$ cat config.mk
export PLATFORM = sky130hd
export DESIGN_NAME = core_common_regs
export DESIGN_NICKNAME = d
export VERILOG_FILES = /design/src/shared/core_common_pkg.sv /design/src/rtl/core_common_regs.sv
export VERILOG_INCLUDE_DIRS = /design/src /design/src/shared
export SDC_FILE = /design/constraint.sdc
export NUM_CORES = 1
export LEC_CHECK = 0
export BUFFER_PORTS_ARGS = -buffer_cell sky130_fd_sc_hd__buf_4
export CAP_MARGIN = 20
export CORE_MARGIN = 2
export CORE_UTILIZATION = 36
export CTS_CLUSTER_SIZE = 30
export DETAILED_ROUTE_END_ITERATION = 8
export GPL_ROUTABILITY_DRIVEN = 0
export GPL_TIMING_DRIVEN = 0
export SETUP_SLACK_MARGIN = 0.05
export SYNTH_ARGS = -nofsm -noshare
export SYNTH_HDL_FRONTEND = slang
export SYNTH_SLANG_ARGS = --single-unit
export TNS_END_PERCENT = 10
$ cat constraint.sdc
create_clock -name sys_clk -period 1.96 [get_ports sys_clk]
set_input_delay 0.196 -clock sys_clk [delete_from_list [all_inputs] [get_ports sys_clk]]
set_output_delay 0.196 -clock sys_clk [all_outputs]
set_load 0.05 [all_outputs]
$ cat src/shared/core_common_defs.svh
// offsets, field positions, reset values and timing counts of the common registers
`ifndef CORE_COMMON_DEFS_SVH
`define CORE_COMMON_DEFS_SVH

// register indices; byte address is four times the index
`define IDX_COUNTER_SELECT_AND_CELL_MODE 20'h30A05
`define IDX_CORE_RESET_CONTROL 20'h30A06
`define IDX_TRANSMIT_SETUP_COMPLETE 20'h30A07
`define IDX_CHANNEL_ALARM_SUMMARY 20'h30A08
`define IDX_SECTION_PARITY_ERROR_COUNT 20'h30A09
`define IDX_CELL_PARITY_ERROR_COUNT 20'h30A0A
`define IDX_IRQ_STATUS 20'h30A10
`define IDX_IRQ_MASK 20'h30A11

// field positions
`define SEL_LSB 0
`define SEL_MSB 2
`define CELL_PAIR_LSB 3
`define CELL_PAIR_MSB 6
`define CELL_ALL_BIT 7
`define PHASE_LSB 5
`define PHASE_MSB 6
`define SOFT_RESET_BIT 7
`define TX_DONE_BIT 7

// interrupt status bits
`define IRQ_ALARM_BIT 0
`define IRQ_SECTION_BIT 1
`define IRQ_CELL_BIT 2
`define IRQ_TX_DONE_BIT 3
`define IRQ_USED_MSB 3

// reset values
`define RESET_REG8 8'h00
`define RESET_IRQ_MASK 4'h0

// timing
`define PHASE_STAGES 4
`define COUNT_MAX 8'hFF
`define ALARM_BITS_PER_CHANNEL 4

`endif

$ cat src/shared/core_common_pkg.sv
// types shared by the common control and status block
`default_nettype none
package core_common_pkg;
    typedef enum logic [2:0] {
        chan_aa,
        chan_ab,
        chan_ac,
        chan_ad,
        chan_ba,
        chan_bb,
        chan_bc,
        chan_bd
    } channel_type;
    typedef logic [7:0] reg8_type;
    typedef logic [19:0] apb_addr_type;
    typedef logic [31:0] apb_data_type;
endpackage
`default_nettype wire

$ cat src/rtl/core_common_regs.sv
// common control and status registers of the serial backplane core
//
// Contract
// - three-bit select picks the channel feeding both error counters; 000 AA, 001 AB
// - mode bit 3 puts channels AA and AB in cell mode
// - mode bit 4 puts channels AC and AD in cell mode
// - mode bit 5 puts channels BA and BB in cell mode
// - mode bit 6 puts channels BC and BD in cell mode
// - mode bit 7 runs eight-link cell mode, ignoring the four pair bits
// - two-bit phase field delays the soft reset by one of four phases
// - reset bit 7 resets core flops but not the software registers
// - soft reset leaves serializer/deserializer registers untouched
// - rising edge of transmit setup bit 7 signals configuration complete
// - each summary bit ORs one channel's alarms; bit 0 BD through bit 7 AA
// - any summary bit set raises the alarm indication to the logic side
// - eight-bit section parity counter counts errors of the selected channel
// - reading the section parity counter returns it and clears it
// - eight-bit cell parity counter counts selected errors, clears on read
`include "core_common_defs.svh"
`default_nettype none
module core_common_regs (
    // clock and reset
    input wire logic sys_clk,
    input wire logic rst,
    // apb slave
    input wire logic psel,
    input wire logic penable,
    input wire logic pwrite,
    input wire core_common_pkg::apb_addr_type paddr,
    input wire core_common_pkg::apb_data_type pwdata,
    input wire logic [3:0] pstrb,
    output logic pready,
    output core_common_pkg::apb_data_type prdata,
    output logic pslverr,
    // error events per channel, index 0 is AA, 7 is BD
    input wire logic [7:0] section_error,
    input wire logic [7:0] cell_error,
    // alarm status bits, four per channel, channel AA lowest
    input wire logic [31:0] alarm_status,
    // core control
    output logic [3:0] cell_pair_enable,
    output logic cell_all_enable,
    output logic core_soft_reset,
    output logic tx_setup_done,
    output logic alarm_indication,
    // interrupt
    output logic irq
);
    import core_common_pkg::*;

    ////////////////////////////////////////////////////////////////////////////
    // registers and wires

    reg8_type select_mode;
    logic [2:0] reset_ctrl;
    logic tx_done_bit;
    logic tx_done_prev;
    reg8_type section_count;
    reg8_type cell_count;
    logic [`IRQ_USED_MSB:0] irq_status;
    logic [`IRQ_USED_MSB:0] irq_mask;
    logic [`PHASE_STAGES-1:0] reset_delay;
    reg8_type alarm_summary;
    channel_type sel_channel;
    logic sel_section_err;
    logic sel_cell_err;
    logic setup_phase;
    logic access_phase;
    logic wr_access;
    logic rd_capture;
    logic lane0;
    logic [19:0] index;
    logic index_ok;
    logic mapped;
    apb_data_type read_value;
    logic rd_section;
    logic rd_cell;
    logic rd_status;
    logic tx_edge;
    logic [`IRQ_USED_MSB:0] irq_events;
    // register hits and write strobes
    logic hit_select;
    logic hit_reset;
    logic hit_tx;
    logic hit_section;
    logic hit_cell;
    logic hit_status;
    logic hit_mask;
    logic wr_select;
    logic wr_reset;
    logic wr_tx;
    logic wr_mask;
    logic section_full;
    logic cell_full;
    logic soft_reset_req;
    logic [1:0] reset_phase;
    logic any_alarm;
    logic irq_pending;

    ////////////////////////////////////////////////////////////////////////////
    // apb decode

    assign setup_phase = psel & ~penable;
    assign access_phase = psel & penable;
    assign wr_access = access_phase & pwrite & index_ok;
    // reads take effect at the edge that loads prdata, so no event is lost
    assign rd_capture = setup_phase & ~pwrite & index_ok;
    assign lane0 = pstrb[0];
    assign index = {2'b00, paddr[19:2]};
    assign index_ok = (paddr[1:0] == 2'b00) & mapped;
    assign pready = access_phase;

    always_comb begin
        mapped = 1'b1;
        read_value = 32'h0000_0000;
        unique case (index)
            `IDX_COUNTER_SELECT_AND_CELL_MODE: begin
                read_value[7:0] = select_mode;
            end
            `IDX_CORE_RESET_CONTROL: begin
                read_value[7:5] = reset_ctrl;
            end
            `IDX_TRANSMIT_SETUP_COMPLETE: begin
                read_value[`TX_DONE_BIT] = tx_done_bit;
            end
            `IDX_CHANNEL_ALARM_SUMMARY: begin
                read_value[7:0] = alarm_summary;
            end
            `IDX_SECTION_PARITY_ERROR_COUNT: begin
                read_value[7:0] = section_count;
            end
            `IDX_CELL_PARITY_ERROR_COUNT: begin
                read_value[7:0] = cell_count;
            end
            `IDX_IRQ_STATUS: begin
                read_value[`IRQ_USED_MSB:0] = irq_status;
            end
            `IDX_IRQ_MASK: begin
                read_value[`IRQ_USED_MSB:0] = irq_mask;
            end
            default: begin
                mapped = 1'b0;
            end
        endcase
    end

    // read data and error captured in the setup cycle
    always_ff @(posedge sys_clk) begin
        if (rst) begin
            prdata <= 32'h0000_0000;
            pslverr <= 1'b0;
        end else if (setup_phase) begin
            prdata <= pwrite ? 32'h0000_0000 : read_value;
            pslverr <= ~index_ok;
        end
    end

    ////////////////////////////////////////////////////////////////////////////
    // register hits

    assign hit_select = (index == `IDX_COUNTER_SELECT_AND_CELL_MODE);
    assign hit_reset = (index == `IDX_CORE_RESET_CONTROL);
    assign hit_tx = (index == `IDX_TRANSMIT_SETUP_COMPLETE);
    assign hit_section = (index == `IDX_SECTION_PARITY_ERROR_COUNT);
    assign hit_cell = (index == `IDX_CELL_PARITY_ERROR_COUNT);
    assign hit_status = (index == `IDX_IRQ_STATUS);
    assign hit_mask = (index == `IDX_IRQ_MASK);

    assign wr_select = wr_access & lane0 & hit_select;
    assign wr_reset = wr_access & lane0 & hit_reset;
    assign wr_tx = wr_access & lane0 & hit_tx;
    assign wr_mask = wr_access & lane0 & hit_mask;

    assign rd_section = rd_capture & hit_section;
    assign rd_cell = rd_capture & hit_cell;
    assign rd_status = rd_capture & hit_status;

    ////////////////////////////////////////////////////////////////////////////
    // software registers, untouched by the soft reset

    always_ff @(posedge sys_clk) begin
        if (rst) begin
            select_mode <= `RESET_REG8;
        end else if (wr_select) begin
            select_mode <= pwdata[7:0];
        end
    end

    always_ff @(posedge sys_clk) begin
        if (rst) begin
            reset_ctrl <= 3'b000;
        end else if (wr_reset) begin
            reset_ctrl <= pwdata[7:5];
        end
    end

    always_ff @(posedge sys_clk) begin
        if (rst) begin
            tx_done_bit <= 1'b0;
        end else if (wr_tx) begin
            tx_done_bit <= pwdata[`TX_DONE_BIT];
        end
    end

    always_ff @(posedge sys_clk) begin
        if (rst) begin
            irq_mask <= `RESET_IRQ_MASK;
        end else if (wr_mask) begin
            irq_mask <= pwdata[`IRQ_USED_MSB:0];
        end
    end

    ////////////////////////////////////////////////////////////////////////////
    // cell mode

    always_ff @(posedge sys_clk) begin
        if (rst) begin
            cell_all_enable <= 1'b0;
        end else begin
            cell_all_enable <= select_mode[`CELL_ALL_BIT];
        end
    end

    // one enable per channel pair, forced off in eight-link mode
    for (genvar pr = 0; pr < 4; pr++) begin : g_cell_pair
        always_ff @(posedge sys_clk) begin
            if (rst) begin
                cell_pair_enable[pr] <= 1'b0;
            end else if (select_mode[`CELL_ALL_BIT]) begin
                cell_pair_enable[pr] <= 1'b0;
            end else begin
                cell_pair_enable[pr] <= select_mode[`CELL_PAIR_LSB + pr];
            end
        end
    end

    ////////////////////////////////////////////////////////////////////////////
    // soft reset with selectable delay phase

    assign soft_reset_req = reset_ctrl[2];
    assign reset_phase = reset_ctrl[1:0];

    always_ff @(posedge sys_clk) begin
        if (rst) begin
            reset_delay <= 4'h0;
        end else begin
            reset_delay <= {reset_delay[`PHASE_STAGES-2:0], soft_reset_req};
        end
    end

    // only the core output; serializer state and software registers stay
    always_ff @(posedge sys_clk) begin
        if (rst) begin
            core_soft_reset <= 1'b0;
        end else begin
            core_soft_reset <= reset_delay[reset_phase];
        end
    end

    ////////////////////////////////////////////////////////////////////////////
    // transmit setup complete strobe

    always_ff @(posedge sys_clk) begin
        if (rst) begin
            tx_done_prev <= 1'b0;
        end else begin
            tx_done_prev <= tx_done_bit;
        end
    end

    assign tx_edge = tx_done_bit & ~tx_done_prev;

    always_ff @(posedge sys_clk) begin
        if (rst) begin
            tx_setup_done <= 1'b0;
        end else begin
            tx_setup_done <= tx_edge;
        end
    end

    ////////////////////////////////////////////////////////////////////////////
    // alarm summary

    for (genvar ch = 0; ch < 8; ch++) begin : g_alarm
        always_ff @(posedge sys_clk) begin
            if (rst) begin
                alarm_summary[7-ch] <= 1'b0;
            end else begin
                alarm_summary[7-ch] <= |alarm_status[ch*4 +: 4];
            end
        end
    end

    assign any_alarm = |alarm_summary;

    always_ff @(posedge sys_clk) begin
        if (rst) begin
            alarm_indication <= 1'b0;
        end else begin
            alarm_indication <= any_alarm;
        end
    end

    ////////////////////////////////////////////////////////////////////////////
    // error counters

    assign sel_channel = channel_type'(select_mode[`SEL_MSB:`SEL_LSB]);
    assign sel_section_err = section_error[sel_channel];
    assign sel_cell_err = cell_error[sel_channel];

    // counters hold at full scale instead of wrapping
    assign section_full = (section_count == `COUNT_MAX);
    assign cell_full = (cell_count == `COUNT_MAX);

    // an event at the capturing read edge starts the new count at one
    always_ff @(posedge sys_clk) begin
        if (rst) begin
            section_count <= `RESET_REG8;
        end else if (rd_section) begin
            section_count <= {7'h00, sel_section_err};
        end else if (sel_section_err & ~section_full) begin
            section_count <= section_count + 8'h01;
        end
    end

    always_ff @(posedge sys_clk) begin
        if (rst) begin
            cell_count <= `RESET_REG8;
        end else if (rd_cell) begin
            cell_count <= {7'h00, sel_cell_err};
        end else if (sel_cell_err & ~cell_full) begin
            cell_count <= cell_count + 8'h01;
        end
    end

    ////////////////////////////////////////////////////////////////////////////
    // interrupt status, cleared by read, set wins

    always_comb begin
        irq_events = 4'h0;
        irq_events[`IRQ_ALARM_BIT] = any_alarm;
        irq_events[`IRQ_SECTION_BIT] = sel_section_err;
        irq_events[`IRQ_CELL_BIT] = sel_cell_err;
        irq_events[`IRQ_TX_DONE_BIT] = tx_edge;
    end

    // per status bit the event wins over the clearing read
    for (genvar b = 0; b <= `IRQ_USED_MSB; b++) begin : g_irq_status
        always_ff @(posedge sys_clk) begin
            if (rst) begin
                irq_status[b] <= 1'b0;
            end else if (irq_events[b]) begin
                irq_status[b] <= 1'b1;
            end else if (rd_status) begin
                irq_status[b] <= 1'b0;
            end
        end
    end

    ////////////////////////////////////////////////////////////////////////////
    // interrupt output

    assign irq_pending = |(irq_status & irq_mask);

    always_ff @(posedge sys_clk) begin
        if (rst) begin
            irq <= 1'b0;
        end else begin
            irq <= irq_pending;
        end
    end

endmodule
`default_nettype wire

==> impl_results.md, run 1 <==
* Part of the power in combinational logic at between 10% and 20%
* Post-Syn Area per Cell at 9.10 um^2
* Clock buffer depth at 2
* #FFs+latches synth at 67
* Synth top area cells: dfxtp_1 38%, mux2i_1 7.1%, buf_4 5.8%
* Crit path max fanout at 10
* Async SR Flop Fraction at 0%
* Global route hottest layer: met2
* Max cap viols at 0
* Post-layout util at between 40 and 50%
* CTS tree: yes
* Prevailing post-synth register cell: dfxtp_1
* Row count at 36
* Post-synthesis sequential area ratio at 38.2%
* Clk root buf: clkbuf_8
* Pint at 2.31 mW
* Net count, final at 629
* Crit Path Category: register to register
* Core Box Area at between 9000 and 10000 um^2
* Clk_skew at 0.00869 ns
* Remaining DRCs at 0
* Setup repair after global routing missed its margin: no
* GR Layer Usage met1 at 24.7%
* Synth Warn # at 0
* Routed WL at ~9500 um
* Mapped cell area at 3510 um^2
* First-pass GRT wire length at 14800 um
* Number of global-route vias before repair at between 2000 and 3000
* Final Hold Violating Endpoints at 0
* Seq pwr share at 44.7%
* Measured slew at the worst slew-check pin at 0.777 ns
* Clock Latency Late Sink at 0.35 ns
* Hold path depth at 3
* Cts bufs inserted at 9
* Status: complete, no violations
* P per Cell Area at 664 nW/um^2
* Drt first pass iters at 5
* Grt met2 use at 29.7%
* Final ANT Viol Nets at 0
* Reg2reg start: select_mode[2]$_SDFFE_PP0P_
* ANT cells at 0
* Clock share of power at 40.4%
* Total GRT Usage at 18.3%
* Area delta synth->final at 35.0%
* Worst IR drop on VDD at 0.255 mV
* WP data required at 2.20 ns
* Dominant cell type by area after synthesis: dfxtp_1
* H-tree levels at 3
* Leak Pwr at 1.95 nW
* Min cycle time layout at 1.82 ns
* Depth of the most critical reg-to-reg path at 7
* Switching share of power at 26.7%
* IO buf count at 98
* CP Capture Type: register
* CTS Sinks at 67
* CTS clk-pin slew, worst paths at 0.08 ns
* Final Power at 3.15 mW
* Min-Delay Path Class: input pin to register
* Chip height at 103 um
* Iter 0 DRT Violations at 128
* Routed WL per cell at 14.5 um
* R2R Path End: section_count[5]$_SDFFE_PP0P_
* I/O Pins at 152
* Fmax at 551 MHz
* Worst EP arrival at between 2 and 2.5 ns
* Via count at 3217
* Cells after synthesis at 386
* Switch Pwr at about 0.84 mW
* Slew Viols, Final at 0
* Setup TNS at 0 ns
* Share of layout cells above drive strength 1 at 32.7%
* Full die area at around 11000 um^2
* Grt total ovfl at 0
* Hold endpoint: alarm_summary[7]$_SDFF_PP0_
* Vias per cell at 4.90
* Met3 Use GR at between 2 and 3%
* Critical Path Source Type: register
* Yosys top cell area share at between 30% and 40%
* Chip Width at 103 um
* Setup violations, final at 0
* Hpwl dp at 7500 um
* Final period util at 92.6%
* Max-slew headroom at 48.0%
* Initial antenna violation count at 0
* Distinct cells, synth at 60
* R2r setup slk at 0.14 ns
* Initial core utilization at 36.4%
* Post-synth EDFFs at 0
* Min-delay src: alarm_status[2]
* Pin count of the biggest net entering global routing at 13
worst max-delay path, stage by stage (launching register included):
cell and delay, ns:
dfxtp_1 0.30, buf_4 0.17, mux2_2 0.24, a2bb2oi_2 0.18
nand3b_1 0.12, buf_2 0.20, o31a_1 0.28, o21ba_2 0.20
Yosys cell counts, drive strengths merged (7+ instances only):
library cell	count
nor2b	14
mux2i	26
nand2	20
a22oi	7
and2	7
o21ai	11
mux2	8
buf	33
a21oi	10
nor2	46
nand3	14
nor4	19
clkbuf	9
dfxtp	67
nor3	12
repair_timing:
action / 4_1_cts / 5_1_grt
setup buffers: 0 / 1
endpoints found under the setup margin: 2 / 12
gates resized for setup: 0 / 1
endpoints found under the hold margin: 0 / 0
hold buffers: 0 / 0
placed cells by master (no fill, tap or decap), types with 6 or more instances in the layout:
cell type  Yosys  layout
buf_4         27     125
o21ai_0       11      11
or3_1          6       6
a22oi_1        6       6
xnor2_1        6       6
nand3_1       14      14
mux2i_1       25      25
clkbuf_8       0       9
and2_1         7       6
nor4_1        19      19
clkbuf_1       9       8
nor2_1        46      46
mux2_2         8       8
dfxtp_1       67      67
nand2_1       20      20
nor2b_1       14      14
conb_1         1      24
nor3_1        10      10
a21oi_1       10      10
metal layers:
metal | vias up | wire length (um)
met5 | - | 0
met4 | 0 | 126
met3 | 11 | 455
met2 | 88 | 4580
met1 | 1483 | 4360
li1 | 1635 | -
logic make-up after synthesis:
family                     after synthesis  synth area share [%]
xor gates and xnor gates                 6                  1.50
AOI/OAI and AO/OA                       58                  11.7
muxes                                   37                  12.3
and+or+nand+nor                        168                  27.5
DFF                                     67                  38.2
other                                    1                 0.107
adders and majority gates                2                 0.712
buffers and inverters                   47                  8.01
flip-flops by register name, summed over array words and instances, names as in the netlist, 3 cells and up:
register	cells
alarm_summary	8
cell_count	8
cell_pair_enable	4
irq_mask	4
irq_status	4
prdata	8
reset_ctrl	3
reset_delay	4
section_count	8
select_mode	8
cell type report:
cell class                 count  area [um^2]
buffer                        41          259
clock buffer                   9          124
clock inverter                 7         92.6
fill                         969         4900
inverter                       5         18.8
multi-input combinational    295         1980
sequential                    67         1340
tap                          133          166
timing repair buffer          99          756
power by group through the flow:
stage / logic (mW) / clock network, mW / registers, mW
final: 0.470 / 1.27 / 1.41
after global routing: 0.507 / 1.33 / 1.41
after CTS: 0.464 / 1.28 / 1.41
after detailed placement: 0.463 / 0 / 1.44
after global placement: 0.459 / 0 / 1.44
after floorplan: 0.277 / 0 / 1.44
worst max path at each step:
stage,from,end,slack (ns),cells past startpoint
after floorplan,psel,tx_done_bit$_SDFFE_PP0P_,0.23,5
after global placement,paddr[12],reset_ctrl[2]$_SDFFE_PP0P_,-0.10,7
after detailed placement,paddr[15],reset_ctrl[0]$_SDFFE_PP0P_,-0.11,7
after CTS,select_mode[0]$_SDFFE_PP0P_,cell_count[5]$_SDFFE_PP0P_,0.04,6
after global routing,select_mode[0]$_SDFFE_PP0P_,cell_count[5]$_SDFFE_PP0P_,0.05,7
final,select_mode[2]$_SDFFE_PP0P_,section_count[5]$_SDFFE_PP0P_,0.14,7
per-stage QoR:
stage                     std cells  setup slack [ns]  hold WS (ns)  area [um^2]
after global routing            656            0.0542        0.0827         4740
after global placement          640            -0.105         0.412         4500
after CTS                       655            0.0408        0.0586         4720
after detailed placement        640            -0.114         0.415         4500
after floorplan                 409             0.232         0.316         3600
final                           656             0.145        0.0655         4740
Note: power is estimated with default switching activity, not from simulation.
==> run 2, diff against run 1 <==
--- a/config.mk
+++ b/config.mk
@@ -9,3 +9,3 @@
 export BUFFER_PORTS_ARGS = -buffer_cell sky130_fd_sc_hd__buf_4
-export CAP_MARGIN = 20
+export CAP_MARGIN = 10
 export CORE_MARGIN = 2
--- a/constraint.sdc
+++ b/constraint.sdc
@@ -3,2 +3,2 @@
 set_output_delay 0.196 -clock sys_clk [all_outputs]
-set_load 0.05 [all_outputs]
+set_load 0.02 [all_outputs]
==> run 2 against run 1 <==
  * Final cell count unchanged
  * Sequential power barely moved
  * Die area unchanged
  * First-iteration DRC count grew 36%
  * Non-clock buffer count unchanged
  * Setup slack got worse by 0.021 ns
==> impl_results.md, run 2 (synthesis gave the netlist of run 1 again) <==
* Status: complete, no violations
* Crit path max fanout at 10 (unchanged)
* Initial core utilization at 36.4% (unchanged)
* Min cycle time layout at 1.84 ns (+0.0211 ns)
* Hpwl dp at 7370 um (-1.6%)
* Core Box Area at 9640 um^2 (unchanged)
* Leak Pwr at 1.95 nW (about the same)
* Area delta synth->final at 34.7%
* Clock buffer depth at 2 (unchanged)
* Chip Width at 103 um (unchanged)
* Max-slew headroom at 47.6% (-0.45 points)
* Slew Viols, Final at 0 (unchanged)
* Number of global-route vias before repair at 2968 (+0.10%)
* Min-Delay Path Class: input pin to register
* Critical Path Source Type: register
* CTS clk-pin slew, worst paths at 0.07 ns (about the same)
* Final period util at 93.7% (+1.1 points)
* Share of layout cells above drive strength 1 at 32.1% (-0.57 points)
* Grt total ovfl at 0 (unchanged)
* Remaining DRCs at 0 (unchanged)
* Full die area at 10600 um^2 (unchanged)
* Row count at 36 (unchanged)
* Pin count of the biggest net entering global routing at 12 (-1)
* Worst EP arrival at 2.07 ns (about the same)
* Reg area at 1340 um^2 (unchanged)
* Drt first pass iters at 5 (unchanged)
* Measured slew at the worst slew-check pin at 0.784 ns (+0.00672 ns)
* Via count at 3268 (+1.6%)
* Clock Latency Late Sink at 0.35 ns (about the same)
* Routed WL at 9580 um (+0.55%)
* H-tree levels at 3 (unchanged)
* Total GRT Usage at 18.3% (about the same)
* CTS tree: yes
* Chip height at 103 um (unchanged)
* IO buf count at 98 (unchanged)
* CP Capture Type: register
* Iter 0 DRT Violations at 174 (+36%)
* Clk root buf: clkbuf_8
* First-pass GRT wire length at 14600 um (-0.93%)
* Worst IR drop on VDD at 0.290 mV (+14%)
* Multi-input gate area at 1980 um^2 (about the same)
* Routed WL per cell at 14.6 um (+0.55%)
* Setup violations, final at 0 (unchanged)
* Setup repair after global routing missed its margin: yes
* ANT cells at 0 (unchanged)
* Fmax at 545 MHz (-1.1%)
* P per Cell Area at 646 nW/um^2 (-2.7%)
* Cts bufs inserted at 9 (unchanged)
* WP data required at 2.19 ns (about the same)
* Setup TNS at 0 ns (unchanged)
* Initial antenna violation count at 0 (unchanged)
* Hold_buf cts at 0 (unchanged)
* Finished Layout Cells at 656 (unchanged)
* Net count, final at 629 (unchanged)
* CTS Sinks at 67 (unchanged)
* Crit Path Category: register to register
* PnR worst setup slack at 0.124 ns (-0.0211 ns)
* Max cap viols at 0 (unchanged)
* Fin Hold WS at 0.0540 ns (-0.0115 ns)
* Final Hold Violating Endpoints at 0 (unchanged)
* Fillers at 953 (-1.7%)
* Final ANT Viol Nets at 0 (unchanged)
* Post-Place Cells at 640 (unchanged)
* I/O Pins at 152 (unchanged)
* Most frequent cells in the layout: 125 x buf_4, 67 x dfxtp_1, 46 x nor2_1, 25 x mux2i_1, 24 x conb_1
* Clk_skew at 0.00354 ns (-0.00515 ns)
* Commonest non-fill, non-tap cell in the layout: buf_4
* Place WS at -0.116 ns (-0.00210 ns)
* Vias per cell at 4.98 (+1.6%)
[run 2: cell types whose count changed in the layout (fill, tap and decap cells not counted)]
cell,previous run,this run
clkbuf_1,8,10
and2_2,1,0
clkinvlp_4,3,1
and2_1,6,7
[run 2: power by group]
part | internal [mW] | leakage, nW | switching (mW)
sequential | 1.39 | 0.545 | 0.0206
combinational | 0.210 | 1.31 | 0.193
clock | 0.713 | 0.103 | 0.536
[run 2: final cells by class]
cell class	count	share of cell area, %
Sequential cell	67	28.3
Multi-Input combinational cell	295	41.9
Inverter	5	0.397
Tap cell	133	3.52
Timing Repair Buffer	99	16.0
Clock buffer	11	2.78
Buffer	41	5.47
Clock inverter	5	1.64
[run 2: final timing paths]
kind,start,to,slack [ns],depth (start not counted)
worst min-delay path,alarm_status[2],alarm_summary[7]$_SDFF_PP0_,0.05,3
worst max register to register,select_mode[0]$_SDFFE_PP0P_,cell_count[5]$_SDFFE_PP0P_,0.12,7
worst min register to register,tx_done_prev$_SDFF_PP0_,tx_setup_done$_SDFF_PP0_,0.41,1
worst max-delay path,select_mode[0]$_SDFFE_PP0P_,cell_count[5]$_SDFFE_PP0P_,0.12,7
[run 2: per-stage QoR]
| stage | area (um^2) | utilization [%] | power, mW |
|---|---|---|---|
| floorplan | 3600 | - | 1.65 |
| global placement | 4500 | 46.7 | 1.83 |
| detailed placement | 4500 | 46.7 | 1.83 |
| CTS | 4730 | 49.1 | 3.07 |
| global route | 4730 | 49.1 | 3.17 |
| finish | 4730 | 49.1 | 3.06 |
[run 2: worst max-delay path: stages, from the launching register on]
cell and delay, ns:
dfxtp_1 0.31, buf_2 0.21, mux4_2 0.56, mux2i_4 0.18
buf_12 0.15, nor4_1 0.06, xnor2_1 0.17, nor2_1 0.06
[run 2: repair_timing]
| item | 4_1_cts | 5_1_grt |
|---|---|---|
| pin swaps | 0 | 0 |
| endpoints found under the setup margin | 2 | 7 |
| buffers inserted | 1 | 0 |
| hold endpoints to repair | 0 | 0 |
| resized for setup | 0 | 1 |
| gates cloned | 0 | 0 |
[run 2: routing by layer]
layer  part of all wire [%]  vias to the layer above  global-route usage (%)  wire [um]
met3                    6.7                        7                    5.22        637
li1                       -                     1630                       -          -
met5                      0                        -                       0          0
met4                    1.1                        0                    4.86        108
met2                     49                      126                    29.7       4730
met1                     43                     1505                    24.0       4100
